[src/pod_pkg.sv]
package pod_pkg;

    // ------------------------------------------------------------
    // Prefix bytes
    // ------------------------------------------------------------
    localparam logic [7:0] PREFIX_SECOND = 8'h42;
    localparam logic [7:0] PREFIX_THIRD = 8'h89;

    // ------------------------------------------------------------
    // Accumulator column layout, shared by all maps
    // ------------------------------------------------------------
    localparam logic [3:0] COL_IND_X = 4'h1;
    localparam logic [3:0] COL_IND = 4'h2;
    localparam logic [3:0] COL_SR = 4'h3;
    localparam logic [3:0] COL_DIR = 4'h5;
    localparam logic [3:0] COL_LDIR = 4'h7;
    localparam logic [3:0] COL_IMM = 4'h9;
    localparam logic [3:0] COL_ABS = 4'hD;
    localparam logic [3:0] COL_ABL = 4'hF;

    // ------------------------------------------------------------
    // Primary map positions
    // ------------------------------------------------------------
    localparam logic [7:0] OPC_EMPTY_PRI = 8'h02;
    localparam logic [7:0] OPC_BLK_DOWN = 8'h44;
    localparam logic [7:0] OPC_BLK_UP = 8'h54;
    localparam logic [7:0] OPC_BBS_DIR = 8'h24;
    localparam logic [7:0] OPC_BBC_DIR = 8'h34;
    localparam logic [7:0] OPC_BBS_ABS = 8'h2C;
    localparam logic [7:0] OPC_BBC_ABS = 8'h3C;
    localparam logic [7:0] OPC_CLR_STAT = 8'hC2;
    localparam logic [7:0] OPC_SET_STAT = 8'hE2;

    // ------------------------------------------------------------
    // Secondary map positions
    // ------------------------------------------------------------
    localparam logic [7:0] SEC_STORE_IMM = 8'h89;
    localparam logic [7:0] SEC_PUSH = 8'h48;
    localparam logic [7:0] SEC_PULL = 8'h68;
    localparam logic [7:0] SEC_X_TO_B = 8'h8A;
    localparam logic [7:0] SEC_Y_TO_B = 8'h98;
    localparam logic [7:0] SEC_B_TO_Y = 8'hA8;
    localparam logic [7:0] SEC_B_TO_X = 8'hAA;
    localparam logic [7:0] SEC_B_TO_S = 8'h1B;
    localparam logic [7:0] SEC_S_TO_B = 8'h3B;
    localparam logic [7:0] SEC_B_TO_D = 8'h5B;
    localparam logic [7:0] SEC_D_TO_B = 8'h7B;
    localparam logic [3:0] SEC_UNARY_COL = 4'hA;
    localparam logic [3:0] SEC_UNARY_LAST = 4'h4;
    localparam logic [3:0] SEC_UNARY_ROR = 4'h6;

    // ------------------------------------------------------------
    // Tertiary map positions
    // ------------------------------------------------------------
    localparam logic [3:0] TER_LAST_ROW = 4'h3;
    localparam logic [7:0] TER_SWAP = 8'h28;
    localparam logic [7:0] TER_ROTATE = 8'h49;
    localparam logic [7:0] TER_LOAD_BANK = 8'hC2;

    localparam logic [2:0] ROW_PAIR_STORE = 3'h4;

    typedef enum {
        st_first, st_second, st_third
    } pod_state_t;

    typedef enum logic [1:0] {
        map_primary, map_second, map_third
    } pod_map_t;

    typedef enum logic [4:0] {
        op_other, op_or, op_and, op_xor, op_add, op_store, op_load,
        op_compare, op_subtract, op_unary_b, op_move_to_b, op_move_from_b,
        multiply_op, divide_op, swap_accumulators_op,
        rotate_left_by_count_op, load_bank_immediate_op,
        clear_status_bits_op, set_status_bits_op, block_move_down_op,
        block_move_up_op, branch_bits_set_op, branch_bits_clear_op,
        push_second_acc_op, pull_second_acc_op
    } pod_op_t;

    typedef enum logic [4:0] {
        mode_none, mode_imp, mode_imm, mode_acc, mode_stk, mode_dir,
        mode_dir_x, mode_ind, mode_ind_x, mode_ind_y, mode_ldir,
        mode_ldir_y, mode_abs, mode_abs_x, mode_abs_y, mode_abl,
        mode_abl_x, mode_sr, mode_sr_ind_y, mode_blk, mode_dir_bit_rel,
        mode_abs_bit_rel
    } pod_mode_t;

    typedef enum logic [2:0] {
        xfer_none, xfer_x, xfer_y, xfer_stack, xfer_direct_page_base
    } pod_xfer_t;

endpackage

[src/pod_col_mode.sv]
`timescale 1ns/1ps

module pod_col_mode (
    input wire logic [3:0] col_i,
    input wire logic row_odd_i,
    output pod_pkg::pod_mode_t mode_o,
    output logic valid_o
);
    import pod_pkg::*;

    always_comb begin
        mode_o = mode_none;
        valid_o = 1'b1;
        case (col_i)
            COL_IND_X: mode_o = row_odd_i ? mode_ind_y : mode_ind_x;
            COL_IND: begin
                mode_o = row_odd_i ? mode_ind : mode_none;
                valid_o = row_odd_i;
            end
            COL_SR: mode_o = row_odd_i ? mode_sr_ind_y : mode_sr;
            COL_DIR: mode_o = row_odd_i ? mode_dir_x : mode_dir;
            COL_LDIR: mode_o = row_odd_i ? mode_ldir_y : mode_ldir;
            COL_IMM: mode_o = row_odd_i ? mode_abs_y : mode_imm;
            COL_ABS: mode_o = row_odd_i ? mode_abs_x : mode_abs;
            COL_ABL: mode_o = row_odd_i ? mode_abl_x : mode_abl;
            default: valid_o = 1'b0;
        endcase
    end

endmodule

[src/pod_decoder.sv]
`timescale 1ns/1ps

module pod_decoder (
    input wire logic mclk_i,
    input wire logic reset_n_i,
    input wire logic byte_valid_i,
    input wire logic [7:0] byte_i,
    input wire logic data_len_8bit_i,
    input wire logic [7:0] direct_page_base_low_i,
    output logic decode_valid_o,
    output logic [7:0] opcode_o,
    output pod_pkg::pod_map_t map_o,
    output pod_pkg::pod_op_t op_o,
    output pod_pkg::pod_mode_t mode_o,
    output pod_pkg::pod_xfer_t xfer_reg_o,
    output logic acc_b_o,
    output logic acc_wide_o,
    output logic extra_cycle_o,
    output logic undefined_o,
    output logic prefix_pending_o
);
    import pod_pkg::*;

    // ------------------------------------------------------------
    // Opcode split and column decode
    // ------------------------------------------------------------
    pod_state_t state;
    logic [3:0] row, col;
    pod_mode_t col_mode, next_mode;
    pod_op_t row_op, next_op;
    pod_xfer_t next_xfer;
    pod_map_t next_map;
    logic col_acc, is_prefix, dp_based;
    logic next_acc_b, next_acc_data, next_undef;

    assign row = byte_i[7:4];
    assign col = byte_i[3:0];
    assign is_prefix = (state == st_first)
        && ((byte_i == PREFIX_SECOND) || (byte_i == PREFIX_THIRD));

    pod_col_mode u_col_mode (
        .col_i(col),
        .row_odd_i(row[0]),
        .mode_o(col_mode),
        .valid_o(col_acc)
    );

    always_comb begin
        case (row[3:1])
            3'h0: row_op = op_or;
            3'h1: row_op = op_and;
            3'h2: row_op = op_xor;
            3'h3: row_op = op_add;
            ROW_PAIR_STORE: row_op = op_store;
            3'h5: row_op = op_load;
            3'h6: row_op = op_compare;
            default: row_op = op_subtract;
        endcase
    end

    // ------------------------------------------------------------
    // Map decode
    // ------------------------------------------------------------
    always_comb begin
        next_op = op_other;
        next_mode = mode_none;
        next_xfer = xfer_none;
        next_map = map_primary;
        next_acc_b = 1'b0;
        next_acc_data = 1'b0;
        next_undef = 1'b0;
        case (state)
            st_first: begin
                if (col_acc) begin
                    next_op = row_op;
                    next_mode = col_mode;
                    next_acc_data = 1'b1;
                end else begin
                    case (byte_i)
                        OPC_EMPTY_PRI: next_undef = 1'b1;
                        OPC_BLK_DOWN: next_op = block_move_down_op;
                        OPC_BLK_UP: next_op = block_move_up_op;
                        OPC_BBS_DIR, OPC_BBS_ABS:
                            next_op = branch_bits_set_op;
                        OPC_BBC_DIR, OPC_BBC_ABS:
                            next_op = branch_bits_clear_op;
                        OPC_CLR_STAT: next_op = clear_status_bits_op;
                        OPC_SET_STAT: next_op = set_status_bits_op;
                        // Remaining primary cells are passed on undetailed
                        default: next_op = op_other;
                    endcase
                    case (byte_i)
                        OPC_BLK_DOWN, OPC_BLK_UP: next_mode = mode_blk;
                        OPC_BBS_DIR, OPC_BBC_DIR:
                            next_mode = mode_dir_bit_rel;
                        OPC_BBS_ABS, OPC_BBC_ABS:
                            next_mode = mode_abs_bit_rel;
                        OPC_CLR_STAT, OPC_SET_STAT:
                            next_mode = mode_imm;
                        default: next_mode = mode_none;
                    endcase
                end
            end
            st_second: begin
                next_map = map_second;
                next_acc_b = 1'b1;
                if (col_acc && (byte_i != SEC_STORE_IMM)) begin
                    next_op = row_op;
                    next_mode = col_mode;
                    next_acc_data = 1'b1;
                end else begin
                    next_mode = mode_imp;
                    case (byte_i)
                        SEC_PUSH: begin
                            next_op = push_second_acc_op;
                            next_mode = mode_stk;
                        end
                        SEC_PULL: begin
                            next_op = pull_second_acc_op;
                            next_mode = mode_stk;
                        end
                        SEC_X_TO_B, SEC_Y_TO_B, SEC_S_TO_B, SEC_D_TO_B:
                            next_op = op_move_to_b;
                        SEC_B_TO_X, SEC_B_TO_Y, SEC_B_TO_S, SEC_B_TO_D:
                            next_op = op_move_from_b;
                        default: begin
                            if ((col == SEC_UNARY_COL)
                                && ((row <= SEC_UNARY_LAST)
                                || (row == SEC_UNARY_ROR))) begin
                                next_op = op_unary_b;
                                next_mode = mode_acc;
                                next_acc_data = 1'b1;
                            end else begin
                                next_mode = mode_none;
                                next_undef = 1'b1;
                            end
                        end
                    endcase
                    case (byte_i)
                        SEC_X_TO_B, SEC_B_TO_X: next_xfer = xfer_x;
                        SEC_Y_TO_B, SEC_B_TO_Y: next_xfer = xfer_y;
                        SEC_S_TO_B, SEC_B_TO_S: next_xfer = xfer_stack;
                        SEC_D_TO_B, SEC_B_TO_D:
                            next_xfer = xfer_direct_page_base;
                        default: next_xfer = xfer_none;
                    endcase
                end
            end
            st_third: begin
                next_map = map_third;
                if (col_acc && (row <= TER_LAST_ROW)) begin
                    next_op = row[1] ? divide_op : multiply_op;
                    next_mode = col_mode;
                end else begin
                    next_mode = mode_imm;
                    case (byte_i)
                        TER_SWAP: begin
                            next_op = swap_accumulators_op;
                            next_mode = mode_imp;
                        end
                        TER_ROTATE: next_op = rotate_left_by_count_op;
                        TER_LOAD_BANK: next_op = load_bank_immediate_op;
                        default: begin
                            next_mode = mode_none;
                            next_undef = 1'b1;
                        end
                    endcase
                end
            end
            default: next_undef = 1'b1;
        endcase
    end

    assign dp_based = next_mode inside {mode_dir, mode_dir_x, mode_ind,
        mode_ind_x, mode_ind_y, mode_ldir, mode_ldir_y, mode_dir_bit_rel};

    // ------------------------------------------------------------
    // Prefix sequencing
    // ------------------------------------------------------------
    always_ff @(posedge mclk_i) begin
        if (!reset_n_i) begin
            state <= st_first;
        end else if (byte_valid_i) begin
            case (state)
                st_first: begin
                    if (byte_i == PREFIX_SECOND) begin
                        state <= st_second;
                    end else if (byte_i == PREFIX_THIRD) begin
                        state <= st_third;
                    end
                end
                default: state <= st_first;
            endcase
        end
    end

    // ------------------------------------------------------------
    // Registered decode result
    // ------------------------------------------------------------
    always_ff @(posedge mclk_i) begin
        if (!reset_n_i) begin
            decode_valid_o <= 1'b0;
            prefix_pending_o <= 1'b0;
            opcode_o <= 8'h00;
            map_o <= map_primary;
            op_o <= op_other;
            mode_o <= mode_none;
            xfer_reg_o <= xfer_none;
            acc_b_o <= 1'b0;
            acc_wide_o <= 1'b0;
            extra_cycle_o <= 1'b0;
            undefined_o <= 1'b0;
        end else begin
            decode_valid_o <= byte_valid_i && !is_prefix;
            if (byte_valid_i) begin
                prefix_pending_o <= is_prefix;
            end
            if (byte_valid_i && !is_prefix) begin
                opcode_o <= byte_i;
                map_o <= next_map;
                op_o <= next_op;
                mode_o <= next_mode;
                xfer_reg_o <= next_xfer;
                acc_b_o <= next_acc_b;
                // Byte width leaves the upper half of the accumulator alone
                acc_wide_o <= next_acc_data && !data_len_8bit_i;
                extra_cycle_o <= dp_based
                    && (direct_page_base_low_i != 8'h00);
                undefined_o <= next_undef;
            end
        end
    end

    // ------------------------------------------------------------
    // Checks
    // ------------------------------------------------------------
    prefix_second_a: assert property (@(posedge mclk_i) disable iff (!reset_n_i)
        byte_valid_i && state == st_first && byte_i == PREFIX_SECOND
        |=> state == st_second && !decode_valid_o)
        else $error("secondary prefix not taken");
    second_map_a: assert property (@(posedge mclk_i) disable iff (!reset_n_i)
        byte_valid_i && state == st_second
        |=> decode_valid_o && map_o == map_second && state == st_first)
        else $error("secondary map not used");
    third_map_a: assert property (@(posedge mclk_i) disable iff (!reset_n_i)
        byte_valid_i && state == st_first && byte_i == PREFIX_THIRD
        ##1 byte_valid_i |=> decode_valid_o && map_o == map_third)
        else $error("tertiary map not used");
    b_target_a: assert property (@(posedge mclk_i) disable iff (!reset_n_i)
        decode_valid_o && !undefined_o |-> acc_b_o == (map_o == map_second))
        else $error("accumulator B target wrong");
    swap_decode_a: assert property (@(posedge mclk_i) disable iff (!reset_n_i)
        byte_valid_i && state == st_third && byte_i == TER_SWAP
        |=> op_o == swap_accumulators_op && !undefined_o)
        else $error("swap not decoded");
    block_move_a: assert property (@(posedge mclk_i) disable iff (!reset_n_i)
        byte_valid_i && state == st_first && byte_i == OPC_BLK_UP
        |=> op_o == block_move_up_op && mode_o == mode_blk)
        else $error("block move not decoded");
    bit_branch_a: assert property (@(posedge mclk_i) disable iff (!reset_n_i)
        decode_valid_o && (op_o == branch_bits_set_op
        || op_o == branch_bits_clear_op)
        |-> (mode_o == mode_dir_bit_rel) == !opcode_o[3])
        else $error("bit branch mode wrong");
    stack_rel_a: assert property (@(posedge mclk_i) disable iff (!reset_n_i)
        decode_valid_o && !undefined_o && opcode_o[3:0] == COL_SR
        |-> mode_o == (opcode_o[4] ? mode_sr_ind_y : mode_sr))
        else $error("stack relative mode wrong");
    status_imm_a: assert property (@(posedge mclk_i) disable iff (!reset_n_i)
        byte_valid_i && state == st_first && byte_i == OPC_SET_STAT
        |=> op_o == set_status_bits_op && mode_o == mode_imm)
        else $error("status set not immediate");
    wide_acc_a: assert property (@(posedge mclk_i) disable iff (!reset_n_i)
        decode_valid_o && acc_wide_o |-> !$past(data_len_8bit_i))
        else $error("wide accumulator in byte mode");
    dp_extra_a: assert property (@(posedge mclk_i) disable iff (!reset_n_i)
        decode_valid_o && mode_o == mode_dir
        |-> extra_cycle_o == ($past(direct_page_base_low_i) != 8'h00))
        else $error("direct page extra cycle wrong");
    empty_flag_a: assert property (@(posedge mclk_i) disable iff (!reset_n_i)
        byte_valid_i && state == st_first && byte_i == OPC_EMPTY_PRI
        |=> decode_valid_o && undefined_o)
        else $error("empty cell not flagged");

endmodule

[config.mk]
export PLATFORM = sky130hd
export DESIGN_NAME = pod_decoder
export DESIGN_NICKNAME = d
export VERILOG_FILES = /design/src/pod_pkg.sv /design/src/pod_col_mode.sv /design/src/pod_decoder.sv
export SDC_FILE = /design/constraint.sdc
export NUM_CORES = 1
export LEC_CHECK = 0
export CORE_ASPECT_RATIO = 1.5
export CORE_MARGIN = 10
export CORE_UTILIZATION = 65
export DETAILED_ROUTE_END_ITERATION = 8
export DONT_BUFFER_PORTS = 1
export PLACE_DENSITY = 0.86
export SLEW_MARGIN = 30
export SYNTH_ARGS = -nofsm -noshare
export SYNTH_HDL_FRONTEND = slang
export SYNTH_SLANG_ARGS = --single-unit
export TNS_END_PERCENT = 50
[constraint.sdc]
create_clock -name mclk_i -period 4 [get_ports mclk_i]
set_clock_uncertainty 0.2 [all_clocks]
set_input_delay 0 -clock mclk_i [delete_from_list [all_inputs] [get_ports mclk_i]]
set_output_delay 0 -clock mclk_i [all_outputs]
set_load 0.03 [all_outputs]
[After elaboration in Yosys (flattened, before gate mapping)]
Index checks and enable logic that the tools add are counted.
Storage, ports and cells
  input bits: 20
  flip-flop bits (word level): 61
Operators by class
  equal/unequal tests: 51
  reduce and logical (&&, ||, !) cells: 35
  $lt $le $gt $ge: 2
  muxes and demuxes: 49
Operators by type and width (number)
  32-bit 2-to-1 mux: 3
  8-bit by 7-bit == test with 1-bit output (second input constant): 8
  32-bit logical NOT: 2
  8-bit == test (second input constant): 7
  8-bit by 6-bit == test with 1-bit output (second input constant): 6
  5-bit case mux with 3 select lines: 3
  5-bit case mux with 4 select lines: 2
  5-bit case mux with 8 select lines: 1
  5-bit 2-to-1 mux: 7
  32-bit by 1-bit == test with 1-bit output (second input constant): 1
  32-bit by 2-bit == test with 1-bit output (second input constant): 1
  5-bit case mux with 6 select lines: 1
  4-bit case mux with 7 select lines: 1
  2-bit OR reduction: 12
  5-bit by 4-bit == test with 1-bit output (second input constant): 4
  4-bit == test (second input constant): 4
  1-bit 2-to-1 mux: 16
  8-bit nonzero test: 2
  5-bit by 3-bit == test with 1-bit output (second input constant): 3
  4-bit by 3-bit == test with 1-bit output (second input constant): 3
  3-bit case mux with 4 select lines: 1
  10-bit OR reduction: 1
  3-bit == test (second input constant): 3
  3-bit 2-to-1 mux: 3
  other kinds (26): 42

[Logic depth before layout (Yosys ltp)]
  word-level depth: 10
  depth in mapped cells: 9
  mapped depth without buffers: 7

[By module]
A second synthesis with hierarchy kept.
Second synthesis, totals
  cell total of the unflattened synthesis: 302
  area total of the unflattened synthesis: 2306.0 µm²
By module, submodules not included
  pod_decoder: area each 2072.0 µm², times used 1, cells each 270
  pod_col_mode: area each 234.0 µm², times used 1, cells each 32

[Least setup slack after synthesis]
No wires, ideal clock.
  path type: reg2reg
  from: reg state[1]
  to: reg extra_cycle_o
  library setup time: 0.120 ns
  stages on the path, launching flop included: 7
  path buffers: 2
  arrival time: 1.494 ns
  required time: 3.680 ns
  setup slack: 2.185 ns
  period minus slack after synthesis: 1.815 ns
  cells stage by stage: dfxtp_1 -> clkbuf_1 -> clkbuf_1 -> a32oi_1 -> a221oi_1 -> o21ai_0 -> o2bb2ai_1
Between the ends
  cells in the longest elaborated chain, start to end: 5
Ends and longest elaborated chain
  start, declared: RTL line pod_decoder.sv:27  | pod_state_t state;
  start signal, assigned: RTL line pod_decoder.sv:182  | state <= st_first;
  start signal, assigned: RTL line pod_decoder.sv:187  | state <= st_second;
  start signal, assigned: RTL line pod_decoder.sv:189  | state <= st_third;
  32-bit by 2-bit == test with 1-bit output (tied with other cells): RTL line pod_decoder.sv:72  | case (state)
  5-bit case mux with 3 select lines: RTL line pod_decoder.sv:72
  5-bit by 3-bit == test with 1-bit output (tied with other cells): RTL line pod_decoder.sv:174  | assign dp_based = next_mode inside {mode_dir, mode_dir_x, mode_ind,
  8-bit nonzero test: RTL line pod_decoder.sv:174
  1-bit logical AND: RTL line pod_decoder.sv:228  | && (direct_page_base_low_i != 8'h00);
  end signal, assigned: RTL line pod_decoder.sv:227  | extra_cycle_o <= dp_based
  end, declared: RTL line pod_decoder.sv:18  | output logic extra_cycle_o,
Several ways; a longest one is shown, not always the timed one.
A chain may end at the register's enable or synchronous reset.

[Worst setup path after layout]
  from: in byte_i[6]
  to: reg extra_cycle_o
Between the ends
  cells in the longest elaborated chain, start to end: 10
Ends and longest elaborated chain
  start, declared: RTL line pod_decoder.sv:7  | input wire logic [7:0] byte_i,
  4-bit by 3-bit less-or-equal comparator with 1-bit output or 4-bit by 3-bit == test with 1-bit output (tied branches): RTL line pod_decoder.sv:128, pod_decoder.sv:129
  1-bit logical OR: RTL line pod_decoder.sv:129  | || (row == SEC_UNARY_ROR))) begin
  1-bit logical AND: RTL line pod_decoder.sv:128  | && ((row <= SEC_UNARY_LAST)
  2-bit 2-to-1 mux: RTL line pod_decoder.sv:127  | if ((col == SEC_UNARY_COL)
  3-bit case mux with 2 select lines: RTL line pod_decoder.sv:113  | case (byte_i)
  5-bit 2-to-1 mux: RTL line pod_decoder.sv:107  | if (col_acc && (byte_i != SEC_STORE_IMM)) begin
  5-bit case mux with 3 select lines: RTL line pod_decoder.sv:72
  5-bit by 3-bit == test with 1-bit output (tied with other cells): RTL line pod_decoder.sv:174
  8-bit nonzero test: RTL line pod_decoder.sv:174
  1-bit logical AND: RTL line pod_decoder.sv:228
Several ways; a longest one is shown, not always the timed one.

==> metrics.yaml <==
yosys.cell_count.top_type: "nand2_1"
routed_wl_um: 7330
postRouteAntennaNets: 0
required_ps: 4020
die_area_um2: 6050
drt_iter0_drc: 318
drive_gt1_share_pct: 5.82
start_util_pct: 68.0
n_antenna_cell: 0
r2r_setup_slack_ps: 1420
place_inst: 302
grt_pass1_wl_um: 11900
hp-start: "byte_i[1]"
synthTopCellsByCount: "48 x nand2_1, 30 x dfxtp_1, 25 x nor2_1"
final_hold_viol_count: 0
crit_type: "input pin to register"
io_buffers: 0
slew_violations: 0
final_util_pct: 75.0
htree_levels: 2
worst_pin_slew_ps: 820
synth-edff-count: 0
netlist_area_um2: 2150
path_cells: "dlygate4sd3_1 -> nor4b_4 -> a22oi_2 -> o31a_4 -> nand3_2 -> dlygate4sd3_1 -> o211ai_2 -> nor4_2 -> o2bb2ai_1"
yosys_warnings: 0
synth.top_cell.area_share_pct: 28.0
async_flop_share_pct: 0
fillers: 249
layout.nets: 312
cts_made_buffers: 5
via_per_inst: 7.09
max-slew-margin-rel_pct: 45.3
whs_path_depth: 5
status: "finished clean"
avgSynthCellArea_um2: 7.43
worstPathArrival_ps: 2980
gp_congestion: 0.976
grt_util_all_layers_pct: 24.4
final_cells: 332
tns_ps: 0
clock_path_buffers: 2
critPathSlowestCell: "dlygate4sd3_1"
pre_cts_ws_ps: 1750
worst_slack_ps: 1040
synthCells: 289
drv_cap: 0
cts_tree: "built"
cts_root_buffer: "clkbuf_8"
layout_worst_path_cycle_share_pct: 74.0
cp-start-kind: "input pin"
die_h_um: 90.4
synthFlopType: "dfxtp_1"
core_area_um2: 3160
min_to: "op_o[1]"
cp_common_cell: "dlygate4sd3_1"
yosysTopAreaCell: "dfxtp_1"
setup_viol: 0
yosysSeqAreaShare_pct: 28.0
synth-seq-cells: 30
r2r_start: "state[1]"
p_leak_uw: 0.000900
num_vias: 2354
hpwl_um: 4660
fmax_mhz: 338
r2r_end: "extra_cycle_o"
synthesis.nets: 309
ios: 49
crit_path_end_kind: "register"
grt_pass1_vias: 2293
ys_types: 63
synth.area.top_cells: "dfxtp_1 28%, nand2_1 8.4%, a21oi_1 5.4%"
rows: 25
hold_path.class: "input pin to register"
wire_per_inst_um: 22.1
antenna_found_initial: 0
clkTransAtPathRegs_ps: 60
dr.pass1.iters: 5
slowest_delay_ps: 790
powerDensity_nw_per_um2: 292
area_growth_pct: 10.3
clock_latency_ps: 290
grt_max_degree: 22
grt-ovfl-total: 0
rsz0062_at_grt: "no"
post-route-min-period_ps: 2960
cp_max_fo: 16
ir_worst_vdd_v: 0.000221
cts_resized: 0
fp.dieW_um: 66.9
r2r_cells: 6
cts_sinks: 30
drcViolationCount: 0
state kept, by name, indices dropped and copies added, names as in the netlist:
name	count
op_o	5
undefined_o	1
xfer_reg_o	3
decode_valid_o	1
acc_wide_o	1
prefix_pending_o	1
extra_cycle_o	1
map_o	1
state	2
opcode_o	8
mode_o	5
acc_b_o	1
worst max-delay path by stage:
stage	startpoint	to	slack, ps	cells past startpoint
6_report	byte_i[6]	extra_cycle_o	1040	9
5_1_grt	byte_i[7]	extra_cycle_o	890	9
4_1_cts	byte_i[7]	extra_cycle_o	1130	9
3_5_place_dp	state[1]	extra_cycle_o	1750	5
3_3_place_gp	state[1]	extra_cycle_o	1790	5
2_1_floorplan	state[1]	extra_cycle_o	2190	6
stage by stage:
stage	total power, uW	hold WS (ps)	cell area, um2
4_1_cts	686	2.63	2370
3_3_place_gp	433	-65.4	2060
5_1_grt	718	39.3	2370
6_report	691	17.7	2370
3_5_place_dp	435	-64.6	2060
2_1_floorplan	440	-61.3	2150
placed cells by master, fill, tap and decap left out, drive strengths merged, types with 5 or more instances in the layout:
master / count
a21oi: 23
a22oi: 6
and3: 6
clkbuf: 5
dfxtp: 30
dlygate4sd3: 23
inv: 6
nand2: 48
nand2b: 6
nand3: 12
nor2: 25
nor2b: 6
o21ai: 17
worst max-delay path: cells and delay by family:
kind | cells | cell delay (ps)
AOI/OAI and AO/OA | 4 | 810
buffers and inverters | 2 | 1360
and+or+nand+nor | 3 | 800
logic make-up after synthesis:
family / synth area share [%]
AOI/OAI and AO/OA: 29.0
xor gates and xnor gates: 1.22
buffers and inverters: 7.63
DFF: 28.0
muxes: 0.932
and+or+nand+nor: 33.3
layer usage:
metal	share of wire, %	wire length (um)	GRT usage [%]
met2	47	3460	37.8
met1	35	2530	27.6
met4	5.6	414	16.7
met3	13	927	6.83
met5	0	0	0
where the power goes:
group          total [uW]  internal, uW  switching, uW
Clock                 230           116            113
Sequential            341           310           31.1
Combinational         120          50.5           69.5
Total                 691           477            214
area by class of cell:
| type | instances | area (um2) | area share (%) |
|---|---|---|---|
| Tap cell | 40 | 50.0 | 2.11 |
| Multi-Input combinational cell | 225 | 1380 | 58.4 |
| Sequential cell | 30 | 601 | 25.3 |
| Inverter | 7 | 26.3 | 1.11 |
| Clock inverter | 2 | 10.0 | 0.422 |
| Timing Repair Buffer | 23 | 230 | 9.71 |
| Clock buffer | 5 | 68.8 | 2.90 |
repair_timing:
action	4_1_cts	5_1_grt
hold buffers	23	0
hold endpoints to repair	29	0
buffers inserted	0	0
(Power assumes the default switching activity.)
